--- src/rtl/rfc_pkg.sv ---
/*
 * Constants for the flags/control register logic of the real-time clock.
 * Assumes a byte-wide register port with read and write strobes.
 */
// Contract
// RULE1: Watchdog reaching zero sets its flag
// RULE2: Alarm match on unmasked fields sets flag
// RULE3: Supply below switchover sets power flag
// RULE4: Register read clears flags; flags unwritable
// RULE5: Tuning bit selects calibration mode
// RULE6: Hold bit set freezes timekeeping updates
// RULE7: Host sets hold, writes time, clears
// RULE8: Hold cleared loads time into counters
// RULE9: Latch bit copies time into holding image
// RULE10: Capture only on latch rising edge
// RULE11: Host returns latch to zero first
package rfc_pkg;
	localparam int          RFC_WDOG_BIT  = 7;
	localparam int          RFC_ALARM_BIT = 6;
	localparam int          RFC_PWR_BIT   = 5;
	localparam int          RFC_CAL_BIT   = 2;
	localparam int          RFC_HOLD_BIT  = 1;
	localparam int          RFC_LATCH_BIT = 0;
	localparam logic [7:0]  RFC_RESET     = 8'h00;
	localparam int          RFC_TIME_W    = 64;
endpackage : rfc_pkg

--- src/rtl/rfc_flags_ctrl.sv ---
/*
 * Flags/control register: sticky flags, calibration, hold and latch.
 * Assumes the host drives single-cycle read and write strobes.
 */
`timescale 1ns/100ps
`default_nettype none
module rfc_flags_ctrl
	import rfc_pkg::*;
(
	input  wire logic                  clk_i,
	input  wire logic                  rst_n_i,
	input  wire logic                  rd_i,
	input  wire logic                  wr_i,
	input  wire logic [7:0]            wdata_i,
	output logic      [7:0]            rdata_o,
	input  wire logic                  wdog_zero_i,
	input  wire logic                  alarm_match_i,
	input  wire logic                  supply_low_i,
	input  wire logic [RFC_TIME_W-1:0] time_i,
	output logic      [RFC_TIME_W-1:0] image_o,
	output logic                       calib_o,
	output logic                       hold_o,
	output logic                       load_o
);
	logic       watchdog_timeout_flag_q, watchdog_timeout_flag_d;
	logic       alarm_match_flag_q, alarm_match_flag_d;
	logic       power_loss_flag_q, power_loss_flag_d;
	logic       cal_q, cal_d, hold_q, hold_d, latch_q, latch_d;
	logic       load_q, load_d, cap_q, cap_d;
	logic [7:0] rdata_q, rdata_d;

	////////////////////////////////////////////////////////////////////
	// Sticky flags; software writes never reach them
	always_comb begin
		// Set beats the read clear so no event is lost
		watchdog_timeout_flag_d = wdog_zero_i |
			(watchdog_timeout_flag_q & ~rd_i); // RULE1 RULE4
		alarm_match_flag_d = alarm_match_i |
			(alarm_match_flag_q & ~rd_i); // RULE2 RULE4
		power_loss_flag_d = supply_low_i |
			(power_loss_flag_q & ~rd_i); // RULE3 RULE4
	end

	always_ff @(posedge clk_i) begin
		if (!rst_n_i) begin
			watchdog_timeout_flag_q <= 1'b0;
			alarm_match_flag_q      <= 1'b0;
			power_loss_flag_q       <= 1'b0;
		end else begin
			watchdog_timeout_flag_q <= watchdog_timeout_flag_d;
			alarm_match_flag_q      <= alarm_match_flag_d;
			power_loss_flag_q       <= power_loss_flag_d;
		end
	end

	////////////////////////////////////////////////////////////////////
	// Control bits and their one-cycle strobes
	always_comb begin
		cal_d   = wr_i ? wdata_i[RFC_CAL_BIT] : cal_q; // RULE5
		hold_d  = wr_i ? wdata_i[RFC_HOLD_BIT] : hold_q; // RULE6
		latch_d = wr_i ? wdata_i[RFC_LATCH_BIT] : latch_q;
		load_d  = hold_q & ~hold_d; // RULE8
		cap_d   = ~latch_q & latch_d; // RULE10
	end

	always_ff @(posedge clk_i) begin
		if (!rst_n_i) begin
			cal_q   <= RFC_RESET[RFC_CAL_BIT];
			hold_q  <= RFC_RESET[RFC_HOLD_BIT];
			latch_q <= RFC_RESET[RFC_LATCH_BIT];
			load_q  <= 1'b0;
			cap_q   <= 1'b0;
		end else begin
			cal_q   <= cal_d;
			hold_q  <= hold_d;
			latch_q <= latch_d;
			load_q  <= load_d;
			cap_q   <= cap_d;
		end
	end

	////////////////////////////////////////////////////////////////////
	// Read data, held until the next read
	always_comb begin
		rdata_d = rdata_q;
		if (rd_i) begin
			rdata_d = {watchdog_timeout_flag_q, alarm_match_flag_q,
				power_loss_flag_q, 2'b00, cal_q, hold_q, latch_q};
		end
	end

	always_ff @(posedge clk_i) begin
		if (!rst_n_i) begin
			rdata_q <= RFC_RESET;
		end else begin
			rdata_q <= rdata_d;
		end
	end

	////////////////////////////////////////////////////////////////////
	// Image register is one cycle behind the capture pulse
	rfc_snap u_snap (
		.clk_i   (clk_i),
		.rst_n_i (rst_n_i),
		.cap_i   (cap_q), // RULE9
		.time_i  (time_i),
		.image_o (image_o)
	);

	assign rdata_o = rdata_q;
	assign calib_o = cal_q;
	assign hold_o  = hold_q; // RULE7
	assign load_o  = load_q;
endmodule // rfc_flags_ctrl
`default_nettype wire

--- src/rtl/rfc_snap.sv ---
/*
 * Holding image of the timekeeping registers.
 * Assumes the capture strobe is one clock long.
 */
`timescale 1ns/100ps
`default_nettype none
module rfc_snap
	import rfc_pkg::*;
(
	input  wire logic                  clk_i,
	input  wire logic                  rst_n_i,
	input  wire logic                  cap_i,
	input  wire logic [RFC_TIME_W-1:0] time_i,
	output var  logic [RFC_TIME_W-1:0] image_o
);
	logic [RFC_TIME_W-1:0] img_q;
	logic [RFC_TIME_W-1:0] img_d;

	always_comb begin
		img_d = cap_i ? time_i : img_q; // RULE9
	end

	always_ff @(posedge clk_i) begin
		if (!rst_n_i) begin
			img_q <= '0;
		end else begin
			img_q <= img_d;
		end
	end

	assign image_o = img_q;
endmodule // rfc_snap
`default_nettype wire

--- config.mk ---
export PLATFORM = sky130hd
export DESIGN_NAME = rfc_flags_ctrl
export DESIGN_NICKNAME = d
export VERILOG_FILES = /design/src/rtl/rfc_pkg.sv /design/src/rtl/rfc_flags_ctrl.sv /design/src/rtl/rfc_snap.sv
export SDC_FILE = /design/constraint.sdc
export NUM_CORES = 1
export LEC_CHECK = 0
export ABC_AREA = 1
export BUFFER_PORTS_ARGS = -buffer_cell sky130_fd_sc_hd__buf_2
export CAP_MARGIN = 0
export CORE_MARGIN = 5
export CORE_UTILIZATION = 39
export CTS_CLUSTER_SIZE = 16
export DETAILED_ROUTE_END_ITERATION = 7
export GPL_ROUTABILITY_DRIVEN = 0
export PLACE_DENSITY = 0.84
export SLEW_MARGIN = 10
export SYNTH_ARGS = -nofsm -noshare
export SYNTH_HDL_FRONTEND = slang
export SYNTH_SLANG_ARGS = --single-unit
--- constraint.sdc ---
create_clock -name clk_i -period 0.8 [get_ports clk_i]
set_input_delay 0.08 -clock clk_i [delete_from_list [all_inputs] [get_ports clk_i]]
set_output_delay 0.08 -clock clk_i [all_outputs]
set_load 0.02 [all_outputs]
* After elaboration in Yosys (flattened, before gate mapping)
Cells that the tools add are included.
Word-level totals: register bits 78, bits in latches 0, RAM bits 0, bits in read-only memories 0, input port bits 79, output and inout bits 75, memories kept 0
Operators by class: add/subtract/negate cells 0, $mul 0, div/mod/pow operators 0, magnitude comparators 0, equal/unequal tests 0, shift operators 0, mux-type cells 2, bitwise gates (word level) 11, reductions and logical operators 0
Operator list (count):
- bitwise AND 1 bit | 5
- NOT 1 bit | 3
- bitwise OR 1 bit | 3
- two-way mux 1 bit | 2

* Logic depth before layout (Yosys ltp)
Gate-level depths: netlist of run 1.
depth in word-level cells 3, depth in mapped cells 5

* By module
A second synthesis of run 1 with hierarchy kept.
Second synthesis, totals: cell total of the unflattened synthesis 468, area, all modules 3160.5 um2
By module, submodules not included:
- rfc_snap | instances 1, cells an instance 405, area each 2670.1 um2
- rfc_flags_ctrl | instances 1, cells an instance 63, area each 490.5 um2

* Worst setup path before layout of run 1
OpenSTA, ideal clock, no wires.
path kind reg-to-reg, start point reg cap_q, end point reg u_snap.img_q[10], in the netlist u_snap.image_o[10], library setup time 0.116 ns, arrival 0.762 ns, setup slack -0.078 ns, stages on the path, launching flop included 5, buffers on the path 2, cell sequence dfxtp_1 -> buf_6 -> buf_4 -> o21ai_0 -> nor2_1
RTL lines:
- from (decl) | RTL line rfc_flags_ctrl.sv:29 | logic load_q, load_d, cap_q, cap_d;
- from (signal assigned) | RTL line rfc_flags_ctrl.sv:78 | cap_q <= cap_d;
- to (signal assigned) | RTL line rfc_snap.sv:27 | img_q <= img_d;
- to (decl) | RTL line rfc_snap.sv:16 | logic [RFC_TIME_W-1:0] img_q;

==> results of run 1 <==
-- flip-flops by register name, summed over array words and instances (netlist names) --
name and cells:
cap_q 1, load_o 1, latch_q 1, u_snap.image_o 64, rdata_o 6, watchdog_timeout_flag_q 1, power_loss_flag_q 1, hold_o 1
alarm_match_flag_q 1, calib_o 1
-- per-layer routing --
metal	vias up	wire length, um
li1	1537	-
met1	1508	3890
met2	148	5880
met3	22	634
met4	0	292
met5	-	0
-- layout by cell type, fill, tap and decap left out, drive strengths merged --
| cell type | count |
|---|---|
| buf | 173 |
| nor2 | 148 |
| dfxtp | 78 |
| o21ai | 72 |
| dlygate4sd3 | 68 |
| clkbuf | 11 |
| inv | 7 |
| nand2 | 6 |
| a21oi | 3 |
| bufinv | 3 |
| clkinv | 3 |
| conb | 2 |
| nand3b | 1 |
-- area by class of cell --
type	count	area, sq um	share of cell area
repair buffers	241	2150	0.408
flip-flops and latches	78	1660	0.314
multi-input cells	232	1070	0.203
clock buffers	11	131	0.0249
well taps	96	120	0.0228
clock inverters	5	108	0.0204
inverters	8	37.5	0.00712
-- stage by stage --
stage	std cells	worst slack (ps)	hold WS [ps]	power, mW
2_1_floorplan	341	-54.4	211	4.87
3_3_place_gp	572	-133	300	5.29
3_5_place_dp	572	-162	309	5.32
4_1_cts	663	-106	3.98	9.38
5_1_grt	671	-180	19.0	9.87
6_report	671	-135	17.1	9.48
-- kinds of logic after synthesis --
family                 share of synthesized area
AO/OA/AOI/OAI                              0.137
buffers and inverters                     0.0810
flip-flops                                 0.568
AND/OR/NAND/NOR                            0.213
other                                    0.00136
-- worst reg2reg max path: stages (launching register included) --
cell and delay [ps]:
dfxtp_4 420, inv_8 70, buf_16 170, nor2_2 110
nor2_1 70
-- repair_timing --
item,4_1_cts,5_1_grt
endpoints found under the setup margin,137,137
buffers inserted,6,8
pin swaps,0,0
gates resized for setup,247,31
endpoints found under the hold margin,68,0
gates cloned,1,0
hold buffers,68,0
-- final timing paths --
| kind | depth (start not counted) | startpoint | slack [ps] | endpoint |
|---|---|---|---|---|
| min reg2reg | 2 | power_loss_flag_q | 470 | power_loss_flag_q |
| max | 4 | cap_q | -130 | u_snap.image_o[14] |
| max reg2reg | 4 | cap_q | -130 | u_snap.image_o[14] |
| min | 3 | time_i[36] | 20 | u_snap.image_o[36] |
-- power by group through the flow --
stage | clock network [mW] | registers [mW] | logic, mW
after floorplan | 0 | 4.49 | 0.373
after CTS | 3.55 | 4.27 | 1.57
final | 3.52 | 4.27 | 1.69
after global placement | 0 | 4.27 | 1.02
after detailed placement | 0 | 4.28 | 1.04
after global routing | 3.77 | 4.29 | 1.80
==> impl_metrics.toml, run 1 <==
[clock_tree]
cts_tree = "yes"
cts.sinks = 78
clkSlewWorstSetupHoldPaths_ps = 80
cts_buffer_depth = 2
cts_inserted_buffers = 9
htree_levels = 3
clk_latency_ps = 330
cts_root_buf = "clkbuf_8"

[die]
die_h_um = 94.0
num_rows = 30
start_util = 0.402
io_pins = 154
fp.coreArea_sq_um = 6830
dieArea_sq_um = 8830
dieWidth_um = 94.0

[final_layout]
num_antenna_cells = 0
fin_area_sq_um = 5280
drive_gt1_frac = 0.522
fin_nets = 649
fin_util = 0.772
fill_cells = 429
area_growth_pct = 91.9

[global_route]
antenna_found_initial = 0
grt_util_met1 = 0.235
grt_first_pass_wirelength_um = 15900
grt_use_total = 0.231
grt_util_met2 = 0.439
met3_usage = 0.0577
grt_start_max_net_pins = 39
grt_overflow = 0
top_usage_layer = "met2"
grt_pass1_vias = 3338

[routing]
drt_iter0_markers = 93
firstDrtPassIters = 4
dr_total_vias = 3215
postRouteAntennaNets = 0
wire_per_inst_um = 15.9
wirelength_um = 10700
routed_via_density = 4.79
drc = 0

[synthesis]
synthFlopType = "dfxtp_1"
synth_area_leaders = "dfxtp_1, nor2_1, o21ai_0"
synth_edf_count = 0
synth_largest_area_cell = "dfxtp_1"
synth.most_common_cell = "nor2_1"
synth_cell_types = 14
synthCells = 340
ys_seq_elements = 78
synth_common_cells = "nor2_1, dfxtp_1, o21ai_0, buf_4, buf_6"
async_reset_ff_frac = 0
synth.top_cell.area_share = 0.568
syn-cell-area_sq_um = 2750
synth_seq_area_share = 0.568
syn_area_per_cell_sq_um = 8.08
synth_warnings = 0

[hold_path]
hold_path_class = "input port to register"

[pwr]
p_leak_nw = 2.50
switchingPower_mw = 2.37
p_seq_frac = 0.450
power_frac_clock = 0.371
p_int_mw = 7.12
irDropWorstVdd_mv = 1.22
sw_frac_of_total = 0.250
power.density_nw_per_um2 = 1800
combPwrFrac = 0.179

[sta]
setup_viol = 137
setup_slack_ps = -135
rsz0062_at_grt = "true"
fin_crit_sh = 1.17
tns_ps = -11340
slew_violations = 0
hold_viol = 0
finalCriticalPeriod_ps = 935
fmax_mhz = 1070
fin_skew_ps = 8.85

[setup_path]
cp-start-kind = "register"
cp-end-kind = "register"
slowest_delay_ps = 420
arrival_ps = 1160
cp_cell_sequence = "inv_8 -> buf_16 -> nor2_2 -> nor2_1"
crit_buf_inv = 2
crit_path_max_fanout = 18
crit_family = "flip-flops"
crit_slowest_cell = "dfxtp_4"
critPathKind = "register to register"
cp.required_ps = 1030

[placement]
postPlaceCellArea_sq_um = 3560
io_buffers = 146
place_hpwl_um = 5450

[flow_run]
maxCapViolations = 0

[status]
violations = "negative setup slack"
status = "finished, violations left"
Note: power is estimated with default switching activity, not from simulation.
==> inputs of run 2 (changes only) <==
--- a/config.mk
+++ b/config.mk
@@ -8,8 +8,10 @@
 export ABC_AREA = 1
 export BUFFER_PORTS_ARGS = -buffer_cell sky130_fd_sc_hd__buf_2
 export CAP_MARGIN = 0
+export CELL_PAD_IN_SITES_DETAIL_PLACEMENT = 0
+export CELL_PAD_IN_SITES_GLOBAL_PLACEMENT = 1
 export CORE_MARGIN = 5
-export CORE_UTILIZATION = 39
+export CORE_UTILIZATION = 27
 export CTS_CLUSTER_SIZE = 16
 export DETAILED_ROUTE_END_ITERATION = 7
 export GPL_ROUTABILITY_DRIVEN = 0
==> run 2 against run 1 <==
  * The flow still finishes with violations (negative setup slack)
  * Flip-flop and latch count unchanged
  * Sequential share of layout area grew 0.66 points
  * Critical path depth is 1 lower
  * Clock skew down 3.0 ps
  * Setup slack worse by 7.8 ps
  * Via count down 3.9%
  * Largest cell class unchanged
  * Global-route usage is 7.3 points lower
  * Utilization fell by 25 points
  * Critical endpoint is now u_snap.image_o[55]
  * Fmax is 0.83% lower
  * Wire length fell by 11%
==> impl_metrics.toml, run 2 (same netlist as run 1, synthesis figures left out) <==
[clock_tree]
clk_latency_ps = 340
clkSlewWorstSetupHoldPaths_ps = 90
cts_inserted_buffers = 9
htree_levels = 3
cts.sinks = 78
cts_buffer_depth = 2
cts_tree = "yes"
cts_root_buf = "clkbuf_8"

[final_layout]
final_cell_mix = "nor2_1, buf_2, buf_6, dfxtp_2, dlygate4sd3_1"
area_growth_pct = 88.3
fin_nets = 641
fin_area_sq_um = 5170
largest_register_ffs = 64
num_antenna_cells = 0
drive_gt1_frac = 0.446
layout_commonest_cell = "nor2_1"

[setup_path]
rrSetupSlack_ps = -140
slowest_delay_ps = 400
critPathKind = "register to register"
worstSetupStartpoint = "cap_q"
arrival_ps = 1170
cp_cell_sequence = "buf_12 -> o21ai_0 -> nor2_1"
ff2ff_path_depth = 3
crit_path_max_fanout = 35
timing.rr.start = "cap_q"
endpoint = "u_snap.image_o[55]"
cp-end-kind = "register"
cp-start-kind = "register"
regToRegEndpoint = "u_snap.image_o[55]"
crit_slowest_cell = "dfxtp_4"
cp.required_ps = 1030

[routing]
dr_total_vias = 3090
firstDrtPassIters = 4
drc = 0
drt_iter0_markers = 177
wirelength_um = 9520
postRouteAntennaNets = 0
wire_per_inst_um = 13.6
routed_via_density = 4.41

[sta]
hold_viol = 0
rsz0062_at_grt = "true"
setup_viol = 137
fin_crit_sh = 1.18
slew_violations = 0
setup_slack_ps = -143
finalCriticalPeriod_ps = 943
fin_skew_ps = 5.87
fmax_mhz = 1060

[die]
io_pins = 154
dieArea_sq_um = 12300
die_h_um = 111
start_util = 0.279
fp.coreArea_sq_um = 9860
num_rows = 36
dieWidth_um = 111

[hold_path]
hold_path_class = "input port to register"

[global_route]
grt_overflow = 0
grt_pass1_vias = 3362
antenna_found_initial = 0
grt_use_total = 0.158
grt_start_max_net_pins = 65
grt_first_pass_wirelength_um = 16000

[flow_run]
maxCapViolations = 0

[pwr]
power_mw = 9.73
irDropWorstVdd_mv = 0.938
power.density_nw_per_um2 = 1880
p_leak_nw = 2.47

[status]
status = "finished, violations left"
violations = "negative setup slack"

[placement]
place_hpwl_um = 5330
postPlaceCellArea_sq_um = 3550
io_buffers = 146
==> run 2: changes by cell type in the layout (fill, tap and decap cells not counted), sizes merged <==
cell         change
buf             -11
clkbuf           -2
bufinv           +1
clkinv           +1
dlygate4sd3      +3
==> run 2: per-stage QoR <==
| stage | TNS [ps] | hold slack (ps) | std cells | utilization | worst slack, ps |
|---|---|---|---|---|---|
| floorplan | -3200 | 211 | 341 | - | -54.4 |
| global placement | -10220 | 301 | 603 | 0.359 | -177 |
| detailed placement | -11780 | 309 | 603 | 0.359 | -231 |
| CTS | -13250 | 123 | 696 | 0.521 | -138 |
| global route | -19290 | 137 | 700 | 0.525 | -193 |
| finish | -11090 | 141 | 700 | 0.525 | -143 |
==> run 2: where the power goes <==
part	switching [mW]	leakage [nW]	internal (mW)
clock network	1.48	0.134	2.40
logic	0.710	1.66	0.867
registers	0.151	0.670	4.11
total	2.35	2.47	7.39
==> run 2: final cells by class <==
cell class,count,area (sq um)
clock inverter,7,146
tap,133,166
inverter,8,42.5
sequential,78,1660
clock buffer,9,124
timing repair buffer,233,2070
multi-input combinational,232,968
fill,862,4690
==> run 2: worst min-delay path by stage <==
stage	start	to	slack [ps]	depth (start not counted)
global route	rd_i	rdata_o[7]	140	4
floorplan	wr_i	cap_q	210	2
detailed placement	time_i[30]	u_snap.image_o[30]	310	3
global placement	time_i[50]	u_snap.image_o[50]	300	3
finish	rd_i	rdata_o[5]	140	4
CTS	rd_i	rdata_o[5]	120	4
==> run 2: per-layer routing <==
metal	routed length, um	track usage	vias to the layer above
met1	3530	0.164	1429
met5	0	0	-
met3	532	0.0562	32
met2	5080	0.287	109
li1	-	-	1520
met4	380	0.0681	0
==> run 2: worst max-delay path: cells and delay by family (launching register included) <==
kind,cells,cell delay [ps]
DFF,1,400
AOI/OAI and AO/OA,1,190
buffers and inverters,1,170
and+or+nand+nor,1,60
==> run 2: what timing repair did <==
item / 4_1_cts / 5_1_grt
resized for setup: 227 / 3
setup endpoints to repair: 137 / 138
hold buffers: 71 / 0
hold endpoints to repair: 71 / 0
setup buffers: 6 / 4
